[config.mk]
export PLATFORM = sky130hd
export DESIGN_NAME = ir_pulse_distance_txrx
export DESIGN_NICKNAME = d
export VERILOG_FILES = /design/src/ir_pd_pkg.sv /design/src/ir_pulse_distance_txrx.sv
export SDC_FILE = /design/constraint.sdc
export NUM_CORES = 1
export LEC_CHECK = 0
export ABC_AREA = 1
export BUFFER_PORTS_ARGS = -buffer_cell sky130_fd_sc_hd__buf_2
export CAP_MARGIN = 20
export CORE_UTILIZATION = 40
export DETAILED_ROUTE_END_ITERATION = 10
export GPL_ROUTABILITY_DRIVEN = 0
export HOLD_SLACK_MARGIN = 0.05
export PLACE_DENSITY_LB_ADDON = 0.2
export SYNTH_ARGS = -nofsm -noshare
export SYNTH_HDL_FRONTEND = slang
export SYNTH_SLANG_ARGS = --single-unit
[constraint.sdc]
create_clock -name CORE_CLK_IN -period 4.2 [get_ports CORE_CLK_IN]
set_input_delay 0.21 -clock CORE_CLK_IN [delete_from_list [all_inputs] [get_ports CORE_CLK_IN]]
set_output_delay 0.21 -clock CORE_CLK_IN [all_outputs]
set_load 0.01 [all_outputs]
[src/ir_pd_pkg.sv]
// Constants, timing counts and state types for the pulse-distance infrared transmitter/receiver.
// Assumes one core clock whose period is given below; every count is derived from it.
package ir_pd_pkg;

    // ********************************************************************
    // Clock and protocol times
    // ********************************************************************
    localparam int unsigned CLK_PERIOD_NS = 4;
    localparam int unsigned BURST_NS = 562_500;
    localparam int unsigned LEAD_MARK_NS = 9_000_000;
    localparam int unsigned LEAD_SPACE_NS = 4_500_000;
    localparam int unsigned ONE_SPACE_NS = 1_687_500;
    localparam int unsigned CARRIER_PERIOD_NS = 26_300;

    // ********************************************************************
    // Derived cycle counts
    // ********************************************************************
    localparam int unsigned BURST_CYC = BURST_NS / CLK_PERIOD_NS;
    localparam int unsigned LEAD_MARK_CYC = LEAD_MARK_NS / CLK_PERIOD_NS;
    localparam int unsigned LEAD_SPACE_CYC = LEAD_SPACE_NS / CLK_PERIOD_NS;
    localparam int unsigned ONE_SPACE_CYC = ONE_SPACE_NS / CLK_PERIOD_NS;
    localparam int unsigned CARRIER_HALF_CYC = CARRIER_PERIOD_NS / (2 * CLK_PERIOD_NS);

    // ********************************************************************
    // Frame layout and receive tolerance
    // ********************************************************************
    localparam logic [4:0] FIRST_BIT_IDX = 5'h00;
    localparam logic [4:0] LAST_BIT_IDX = 5'h1F;
    localparam int unsigned TOL_SHIFT = 2;
    localparam logic [31:0] RUN_MAX = 32'hFFFF_FFFF;
    localparam logic [31:0] ZERO_WORD = 32'h0000_0000;
    localparam logic [15:0] ZERO_HALF = 16'h0000;
    localparam logic [7:0] ZERO_BYTE = 8'h00;

    // ********************************************************************
    // State types
    // ********************************************************************
    typedef enum logic [6:0] {
        TX_IDLE = 7'h01,
        TX_LEAD_MARK = 7'h02,
        TX_LEAD_SPACE = 7'h04,
        TX_BIT_MARK = 7'h08,
        TX_BIT_SPACE = 7'h10,
        TX_END_MARK = 7'h20,
        TX_GAP = 7'h40
    } tx_state_t;

    typedef enum logic [2:0] {
        idle_state = 3'h1,
        lead_seen_state = 3'h2,
        bit_collect_state = 3'h4
    } rx_state_t;

endpackage

[src/ir_pulse_distance_txrx.sv]
// Pulse-distance infrared transmitter driving an emitter LED, and receiver decoding
// the inverted output of a demodulating receiver module.
// Assumes all inputs are synchronous to CORE_CLK_IN and the receiver idles high.
`timescale 1ns/1ns

// Summary of operation
// RQ1: Transmitter takes an 8-bit address and 8-bit command and frames them.
// RQ2: All protocol timing counts derive from the single core clock.
// RQ3: Bursts last 562.5 us, modulated by a 38 kHz carrier.
// RQ4: Zero is a burst plus equal space, 1.125 ms total.
// RQ5: One is a burst plus 1.6875 ms space, 2.25 ms total.
// RQ6: Frames start with 9 ms burst then 4.5 ms space.
// RQ7: Each data byte is followed by its bitwise inverse.
// RQ8: A final standard burst ends every message.
// RQ9: Frame duration is constant whatever address and command are sent.
// RQ10: Receiver input is inverted: bursts arrive low, spaces high.
// RQ11: Detector finds lead burst; state machine moves idle to lead seen.
// RQ12: Valid lead space moves state from lead seen to bit collecting.
// RQ13: Decoded bits shift into a register, frame shown on outputs.
// RQ14: Outputs give 16-bit custom code, key code and inverted key code.
// RQ15: Frames repeat back to back while enable held; stop on release.
// RQ16: 32-bit body LSB first: address, ~address, command, ~command.
// RQ17: Receiver idles after 32 bits or bad timing; valid only when complete.
module ir_pulse_distance_txrx
    import ir_pd_pkg::*;
#(
    parameter int unsigned BURST_CYCLES = BURST_CYC,
    parameter int unsigned LEAD_MARK_CYCLES = LEAD_MARK_CYC,
    parameter int unsigned LEAD_SPACE_CYCLES = LEAD_SPACE_CYC,
    parameter int unsigned ONE_SPACE_CYCLES = ONE_SPACE_CYC
)
(
    // Clock and reset
    input wire logic CORE_CLK_IN,
    input wire logic RST_B_IN,
    // Transmit user side
    input wire logic TX_ENABLE_IN,
    input wire logic [7:0] TX_ADDRESS_IN,
    input wire logic [7:0] TX_COMMAND_IN,
    output logic TX_BUSY_OUT,
    // Emitter LED
    output logic IR_LED_OUT,
    // Receiver module
    input wire logic IR_RX_IN,
    // Receive user side
    output logic [15:0] RX_CUSTOM_OUT,
    output logic [7:0] RX_KEY_OUT,
    output logic [7:0] RX_KEY_INV_OUT,
    output logic RX_VALID_OUT
);

    // ********************************************************************
    // Transmitter
    // ********************************************************************
    tx_state_t tx_state_q, tx_state_d;
    logic [31:0] tx_cnt_q, tx_cnt_d;
    logic [31:0] tx_frame_q, tx_frame_d;
    logic [4:0] tx_bit_q, tx_bit_d;
    logic [15:0] car_cnt_q, car_cnt_d;
    logic car_q, car_d;
    logic led_q, led_d;
    logic busy_q, busy_d;
    logic [31:0] tx_len;
    tx_state_t tx_next;

    always_comb
    begin
        tx_state_d = tx_state_q;
        tx_cnt_d = tx_cnt_q + 32'h0000_0001; // RQ2
        tx_frame_d = tx_frame_q;
        tx_bit_d = tx_bit_q;
        tx_len = 32'(BURST_CYCLES); // RQ3
        tx_next = TX_IDLE;
        car_cnt_d = car_cnt_q + 16'h0001;
        car_d = car_q;
        // Free-running carrier; a burst may start mid-cycle, costing at most half a period.
        if (car_cnt_q == 16'(CARRIER_HALF_CYC - 1)) // RQ3
        begin
            car_cnt_d = ZERO_HALF;
            car_d = ~car_q;
        end
        case (tx_state_q)
            TX_IDLE:
            begin
                tx_cnt_d = ZERO_WORD;
                if (TX_ENABLE_IN) // RQ15
                begin
                    tx_frame_d = {~TX_COMMAND_IN, TX_COMMAND_IN, ~TX_ADDRESS_IN,
                        TX_ADDRESS_IN}; // RQ1 RQ7 RQ9 RQ16
                    tx_bit_d = FIRST_BIT_IDX;
                    tx_state_d = TX_LEAD_MARK;
                end
            end
            TX_LEAD_MARK:
            begin
                tx_len = 32'(LEAD_MARK_CYCLES); // RQ6
                tx_next = TX_LEAD_SPACE;
            end
            TX_LEAD_SPACE:
            begin
                tx_len = 32'(LEAD_SPACE_CYCLES); // RQ6
                tx_next = TX_BIT_MARK;
            end
            TX_BIT_MARK:
                tx_next = TX_BIT_SPACE; // RQ3
            TX_BIT_SPACE:
            begin
                tx_len = tx_frame_q[tx_bit_q] ? 32'(ONE_SPACE_CYCLES) : // RQ5
                    32'(BURST_CYCLES); // RQ4
                tx_next = (tx_bit_q == LAST_BIT_IDX) ? TX_END_MARK : TX_BIT_MARK; // RQ16
            end
            TX_END_MARK:
                tx_next = TX_GAP; // RQ8
            // A short dark gap separates repeated frames so a receiver sees the end burst close.
            TX_GAP:
                tx_next = TX_IDLE; // RQ15
            default:
                tx_state_d = TX_IDLE;
        endcase
        // Every timed phase ends alike, so one compare serves them all.
        if (tx_state_q != TX_IDLE && tx_cnt_q == tx_len - 32'h0000_0001)
        begin
            tx_cnt_d = ZERO_WORD;
            tx_state_d = tx_next;
            tx_bit_d = (tx_state_q == TX_BIT_SPACE) ? tx_bit_q + 5'h01 : tx_bit_q;
        end
        led_d = car_q && (tx_state_q == TX_LEAD_MARK || tx_state_q == TX_BIT_MARK ||
            tx_state_q == TX_END_MARK); // RQ3
        busy_d = (tx_state_d != TX_IDLE);
    end

    always_ff @(posedge CORE_CLK_IN)
    begin
        if (!RST_B_IN)
        begin
            tx_state_q <= TX_IDLE;
            tx_cnt_q <= ZERO_WORD;
            tx_frame_q <= ZERO_WORD;
            tx_bit_q <= FIRST_BIT_IDX;
            car_cnt_q <= ZERO_HALF;
            car_q <= 1'b0;
            led_q <= 1'b0;
            busy_q <= 1'b0;
        end
        else
        begin
            tx_state_q <= tx_state_d;
            tx_cnt_q <= tx_cnt_d;
            tx_frame_q <= tx_frame_d;
            tx_bit_q <= tx_bit_d;
            car_cnt_q <= car_cnt_d;
            car_q <= car_d;
            led_q <= led_d;
            busy_q <= busy_d;
        end
    end

    assign IR_LED_OUT = led_q;
    assign TX_BUSY_OUT = busy_q;

    // ********************************************************************
    // Receiver
    // ********************************************************************
    rx_state_t rx_state_q, rx_state_d;
    logic rx_lvl_q, rx_lvl_d;
    logic [31:0] rx_run_q, rx_run_d;
    logic [31:0] rx_shift_q, rx_shift_d;
    logic [4:0] rx_bit_q, rx_bit_d;
    logic [31:0] rx_word_q, rx_word_d;
    logic valid_q, valid_d;
    logic rx_rise, rx_fall, lead_mark_ok, burst_ok, one_ok;

    // Accepts a run within a quarter of its nominal length either way.
    function automatic logic in_window(input logic [31:0] run, input int unsigned nom);
        logic [31:0] n;
        n = 32'(nom);
        return (run >= n - (n >> TOL_SHIFT)) && (run <= n + (n >> TOL_SHIFT));
    endfunction

    always_comb
    begin
        rx_fall = (IR_RX_IN != rx_lvl_q) && !IR_RX_IN; // RQ10
        rx_rise = (IR_RX_IN != rx_lvl_q) && IR_RX_IN; // RQ10
        lead_mark_ok = in_window(rx_run_q, LEAD_MARK_CYCLES);
        burst_ok = in_window(rx_run_q, BURST_CYCLES);
        one_ok = in_window(rx_run_q, ONE_SPACE_CYCLES);
        rx_state_d = rx_state_q;
        rx_lvl_d = IR_RX_IN;
        rx_shift_d = rx_shift_q;
        rx_bit_d = rx_bit_q;
        rx_word_d = rx_word_q;
        valid_d = 1'b0;
        rx_run_d = (rx_run_q == RUN_MAX) ? RUN_MAX : rx_run_q + 32'h0000_0001;
        if (rx_rise || rx_fall)
            rx_run_d = ZERO_WORD;
        case (rx_state_q)
            idle_state:
                if (rx_rise && lead_mark_ok) // RQ11
                    rx_state_d = lead_seen_state;
            lead_seen_state:
                if (rx_fall)
                begin
                    rx_bit_d = FIRST_BIT_IDX;
                    rx_state_d = in_window(rx_run_q, LEAD_SPACE_CYCLES) ?
                        bit_collect_state : idle_state; // RQ12 RQ17
                end
            bit_collect_state:
                if ((rx_rise && !burst_ok) || (rx_fall && !burst_ok && !one_ok)) // RQ17
                    rx_state_d = idle_state;
                else if (rx_fall)
                begin
                    rx_shift_d = {one_ok, rx_shift_q[31:1]}; // RQ13 RQ16
                    rx_bit_d = rx_bit_q + 5'h01;
                    if (rx_bit_q == LAST_BIT_IDX) // RQ17
                    begin
                        rx_word_d = rx_shift_d; // RQ14
                        valid_d = 1'b1;
                        rx_state_d = idle_state;
                    end
                end
            default:
                rx_state_d = idle_state;
        endcase
        // A stuck line never strands the machine mid-frame.
        if (rx_state_q != idle_state &&
            rx_run_q > 32'(LEAD_MARK_CYCLES) + 32'(LEAD_MARK_CYCLES >> TOL_SHIFT)) // RQ17
            rx_state_d = idle_state;
    end

    always_ff @(posedge CORE_CLK_IN)
    begin
        if (!RST_B_IN)
        begin
            rx_state_q <= idle_state;
            rx_lvl_q <= 1'b1;
            rx_run_q <= ZERO_WORD;
            rx_shift_q <= ZERO_WORD;
            rx_bit_q <= FIRST_BIT_IDX;
            rx_word_q <= ZERO_WORD;
            valid_q <= 1'b0;
        end
        else
        begin
            rx_state_q <= rx_state_d;
            rx_lvl_q <= rx_lvl_d;
            rx_run_q <= rx_run_d;
            rx_shift_q <= rx_shift_d;
            rx_bit_q <= rx_bit_d;
            rx_word_q <= rx_word_d;
            valid_q <= valid_d;
        end
    end

    assign RX_CUSTOM_OUT = rx_word_q[15:0]; // RQ14
    assign RX_KEY_OUT = rx_word_q[23:16]; // RQ14
    assign RX_KEY_INV_OUT = rx_word_q[31:24]; // RQ14
    assign RX_VALID_OUT = valid_q;

    // ********************************************************************
    // Assertions
    // ********************************************************************
    a_led_dark_idle: assert property (@(posedge CORE_CLK_IN) disable iff (!RST_B_IN) // RQ3
        (tx_state_q == TX_IDLE || tx_state_q == TX_BIT_SPACE) |=> !IR_LED_OUT)
        else $error("LED lit outside a burst");
    a_lead_mark_len: assert property (@(posedge CORE_CLK_IN) disable iff (!RST_B_IN) // RQ6
        (tx_state_q == TX_LEAD_MARK && tx_cnt_q == 32'(LEAD_MARK_CYCLES - 1))
        |=> tx_state_q == TX_LEAD_SPACE && tx_cnt_q == ZERO_WORD)
        else $error("Lead burst length wrong");
    a_zero_space_len: assert property (@(posedge CORE_CLK_IN) disable iff (!RST_B_IN) // RQ4
        (tx_state_q == TX_BIT_SPACE && !tx_frame_q[tx_bit_q] &&
        tx_cnt_q == 32'(BURST_CYCLES - 1)) |=> tx_state_q != TX_BIT_SPACE)
        else $error("Zero space did not end on time");
    a_one_space_len: assert property (@(posedge CORE_CLK_IN) disable iff (!RST_B_IN) // RQ5
        (tx_state_q == TX_BIT_SPACE && tx_frame_q[tx_bit_q] &&
        tx_cnt_q == 32'(BURST_CYCLES - 1)) |=> tx_state_q == TX_BIT_SPACE)
        else $error("One space ended too early");
    a_frame_pairs: assert property (@(posedge CORE_CLK_IN) disable iff (!RST_B_IN) // RQ7
        (tx_state_q != TX_IDLE) |-> (tx_frame_q[15:8] == ~tx_frame_q[7:0] &&
        tx_frame_q[31:24] == ~tx_frame_q[23:16]))
        else $error("Data byte not paired with inverse");
    a_end_after_32: assert property (@(posedge CORE_CLK_IN) disable iff (!RST_B_IN) // RQ8
        $rose(tx_state_q == TX_END_MARK) |-> $past(tx_bit_q) == LAST_BIT_IDX)
        else $error("End burst not after 32 bits");
    a_rx_lead_enter: assert property (@(posedge CORE_CLK_IN) disable iff (!RST_B_IN) // RQ11
        (rx_state_q == idle_state ##1 rx_state_q == lead_seen_state)
        |-> $past(lead_mark_ok) && $past(IR_RX_IN) && !$past(rx_lvl_q))
        else $error("Lead state entered without lead burst");
    a_rx_valid_done: assert property (@(posedge CORE_CLK_IN) disable iff (!RST_B_IN) // RQ17
        RX_VALID_OUT |-> $past(rx_state_q) == bit_collect_state &&
        $past(rx_bit_q) == LAST_BIT_IDX && rx_state_q == idle_state)
        else $error("Valid without complete frame");
    a_rx_fields: assert property (@(posedge CORE_CLK_IN) disable iff (!RST_B_IN) // RQ14
        RX_VALID_OUT |-> {RX_KEY_INV_OUT, RX_KEY_OUT, RX_CUSTOM_OUT} == rx_shift_q)
        else $error("Output fields differ from shifted frame");

endmodule // ir_pulse_distance_txrx

==> flow_metrics.py <==
metrics = {
    "synthesis": {
        "synth-seq-cells": 200,
        "synth_edf_count": 0,
        "yosys.area_share.adder_pct": 1.84,
        "synthMuxAreaShare_pct": 0,
        "synth_flop_cell": "dfxtp_1",
        "syn_avg_cell_area_um2": 7.13,
        "synth_simple_gate_area_share_pct": 32.3,
        "synth_compound_area_share_pct": 13.1,
        "ys_seq_area_share_pct": 39.3,
        "synth_cell_types": 52,
        "syn_nets": 1463,
        "synth_top_family_by_area": "simple AND/OR/NAND/NOR gates",
        "ys_async_sr_fraction_pct": 0,
        "yosys.area_share.xor_xnor_pct": 3.61,
        "yosysWarnings": 0,
        "synthCells": 1428,
        "mappedNetlistArea_um2": 10200,
    },
    "flow_run": {
        "max_cap_viol_count": 0,
    },
    "setup_path": {
        "startpoint_type": "flop",
        "cp.required_ps": 4510,
        "critPathArrivalTime_ps": 3900,
        "reg2reg_depth": 24,
        "rrSetupSlack_ps": 610,
        "reg2reg_to": "tx_cnt_q[28]$_SDFF_PP0_",
        "timing.rr.start": "tx_bit_q[0]$_SDFFE_PN0P_",
        "endpoint_kind": "flop",
        "cp_max_fo": 32,
        "critPathKind": "flop to flop",
    },
    "timing": {
        "tightest_slew_ps": 753,
        "setup_viol": 0,
        "relSlewSlack_pct": 49.5,
        "fin_crit_sh_pct": 85.5,
        "maxSlewViolCount": 0,
        "finalHoldViolations": 0,
        "finalClockSkew_ps": 26.4,
        "min_period_ps": 3590,
        "rsz0062_at_grt": "no",
        "max_freq_mhz": 279,
        "setup_tns_ps": 0,
    },
    "power": {
        "switching_share_pct": 27.2,
        "pwr-share-comb_pct": 4.9,
        "power.share.sequential_pct": 50.0,
        "power_frac_clock_pct": 45.1,
        "power.leakage_nw": 4.53,
        "p_int_w": 0.00284,
        "p_sw_w": 0.00106,
        "power_density_nw_per_um2": 340,
        "vdd_drop_max_mv": 0.246,
    },
    "final_layout": {
        "final_cell_area_um2": 11500,
        "seq_area_um2": 4000,
        "fin_nets": 1508,
        "syn_to_final_growth_pct": 12.5,
        "multi_input_area_um2": 5180,
        "n_antenna_cell": 0,
        "drive_gt1_share_pct": 13.4,
        "fill_cells": 2625,
    },
    "drt": {
        "dr.max_layer_used": "met4",
        "drc_errors": 0,
        "final_antenna_net_count": 0,
        "first_iter_violations": 494,
        "vias": 8975,
        "route.met3.wl_um": 1020,
        "met1_length_um": 11500,
        "finalWirelength_um": 23300,
        "met2_length_um": 10500,
        "avgRoutedWirePerCell_um": 12.8,
        "via_per_inst": 4.94,
        "drt-pass1-iter-count": 5,
    },
    "global_routing": {
        "grt_usage_pct": 18.5,
        "grt_pass1_wl_um": 40200,
        "grt_max_degree": 42,
        "grt_antenna_before_repair": 0,
        "grt_pass1_vias": 8420,
        "overflow": 0,
    },
    "floorplan": {
        "chipWidth_um": 162,
        "die_area_um2": 26100,
        "fp.dieH_um": 162,
        "fp-row-count": 58,
        "start_util_pct": 40.6,
        "core_um2": 25100,
        "ios": 55,
    },
    "placement": {
        "place_hpwl_um": 16700,
        "io_buffer_count": 54,
        "place_area_um2": 10700,
    },
    "hold_path": {
        "min_to": "tx_frame_q[27]$_SDFFE_PN0P_",
        "hold_start": "TX_COMMAND_IN[3]",
        "hold_path_depth": 4,
        "hp-class": "input pin to flop",
    },
    "clocking": {
        "clk_latency_ps": 450,
        "cts_buffers": 17,
        "cts_buffer_depth": 2,
        "root_buffer": "clkbuf_16",
        "cts.clk_slew.worst_paths_ps": 80,
        "htreeDepth": 4,
        "clock_sinks": 200,
        "tritoncts": "yes",
    },
    "outcome": {
        "status": "complete, no violations",
    },
}
## flip-flops by register name (all words and copies together) (netlist names), 3 cells and up
| signal | flops |
|---|---|
| tx_cnt_q | 32 |
| rx_word_q | 32 |
| rx_shift_q | 31 |
| tx_bit_q | 5 |
| tx_state_q | 7 |
| car_cnt_q | 16 |
| rx_run_q | 32 |
| tx_frame_q | 32 |
| rx_state_q | 3 |
| rx_bit_q | 5 |
## metal layers
metal	track usage, %	up-vias
met1	25.1	4039
met4	4.76	0
met3	3.67	26
li1	-	4720
met5	0	-
met2	30.0	190
## power groups by stage
stage / clock network [W] / logic [W] / registers (W)
final: 0.00176 / 0.000191 / 0.00195
after global routing: 0.00189 / 0.000218 / 0.00195
after CTS: 0.00181 / 0.000194 / 0.00195
after detailed placement: 0 / 0.000182 / 0.00199
after global placement: 0 / 0.000180 / 0.00199
after floorplan: 0 / 0.000138 / 0.00199
## how the worst max path moves through the flow
stage                          endpoint  slack, ps                startpoint
2_1_floorplan  tx_bit_q[0]$_SDFFE_PN0P_       1120  tx_bit_q[0]$_SDFFE_PN0P_
3_3_place_gp    tx_cnt_q[25]$_SDFF_PP0_        730  tx_bit_q[0]$_SDFFE_PN0P_
3_5_place_dp    tx_cnt_q[28]$_SDFF_PP0_        620  tx_bit_q[0]$_SDFFE_PN0P_
4_1_cts         tx_cnt_q[28]$_SDFF_PP0_        600  tx_bit_q[0]$_SDFFE_PN0P_
5_1_grt         tx_cnt_q[28]$_SDFF_PP0_        220  tx_bit_q[1]$_SDFFE_PN0P_
6_report        tx_cnt_q[28]$_SDFF_PP0_        610  tx_bit_q[0]$_SDFFE_PN0P_
## per-stage QoR
step                      total power [W]  instances  utilization [%]  worst slack [ps]  hold slack, ps
after detailed placement          0.00218       1769             42.4               615             407
final                             0.00390       1816             45.6               611            66.7
after floorplan                   0.00213       1428                -              1120             300
after global placement            0.00217       1769             42.4               731             404
after global routing              0.00406       1816             45.6               216            64.2
after CTS                         0.00396       1816             45.6               604            52.9
## cell type report
cell class | instances | area share, %
clock buffer | 17 | 3.71
clock inverter | 15 | 1.93
inverter | 194 | 6.39
multi-input combinational | 984 | 45.3
sequential | 200 | 35.0
tap | 330 | 3.60
timing repair buffer | 76 | 4.13
## cells in the final DEF, fill, tap and decap left out, types with 5 or more instances in the layout
cell type	instances
nor3_2	13
inv_12	6
dfxtp_1	200
nor2_1	131
clkbuf_16	17
a21oi_2	20
nand3_1	80
xor2_1	34
buf_2	54
nor2_2	8
a31oi_1	5
ha_1	15
nand4_1	25
clkinv_8	5
nand2_1	306
o21ai_1	5
inv_1	185
nor3b_2	7
xnor2_1	8
dlygate4sd3_1	15
a21oi_1	128
nor2_4	5
nor4_1	13
buf_4	7
o21ai_0	74
inv_2	7
nor3b_1	8
nand2_2	26
nor3_1	36
## synthesized netlist by cell type, types with 20 or more instances
cell type  instances  area share, %
nand4_1           25            1.5
dfxtp_1          200             39
xor2_1            34            2.9
nand2_1          306             11
clkbuf_1          32            1.2
a21oi_1          128            6.3
inv_1            186            6.9
nor3_1            36            1.8
o21ai_0           74            3.6
nor2_1           131            4.8
nand3_1           80            3.9
a21oi_2           20            1.7
nand2_2           26            1.6
## cell families after synthesis
family | count (synthesis)
AO/OA/AOI/OAI | 244
AND/OR/NAND/NOR | 683
XOR/XNOR | 42
adder cells (fa/ha/maj) | 15
flip-flops | 200
buffers and inverters | 244
## repair_timing
item | CTS | global route
endpoints found under the hold margin | 26 | 0
setup buffers | 0 | 0
gates resized for setup | 0 | 0
hold buffers | 15 | 0
## critical path, cell delays in order, from the launching register on
cell	delay (ps)
dfxtp_1	520
inv_2	210
nand2_1	100
nand3_1	60
a21oi_1	150
nor2_1	60
nand2_1	150
nand3_4	140
ha_1	240
ha_1	300
inv_1	40
nand2_1	50
nand2_1	40
nor2_1	100
nand2_1	60
nor2_1	90
nand3_1	70
nor2_1	90
nand2_1	50
nor2_1	80
nand2_1	70
nor2_2	160
nand3_4	150
nand3_4	350
nor2_1	110
No activity file was read; power rests on OpenSTA's default activity.
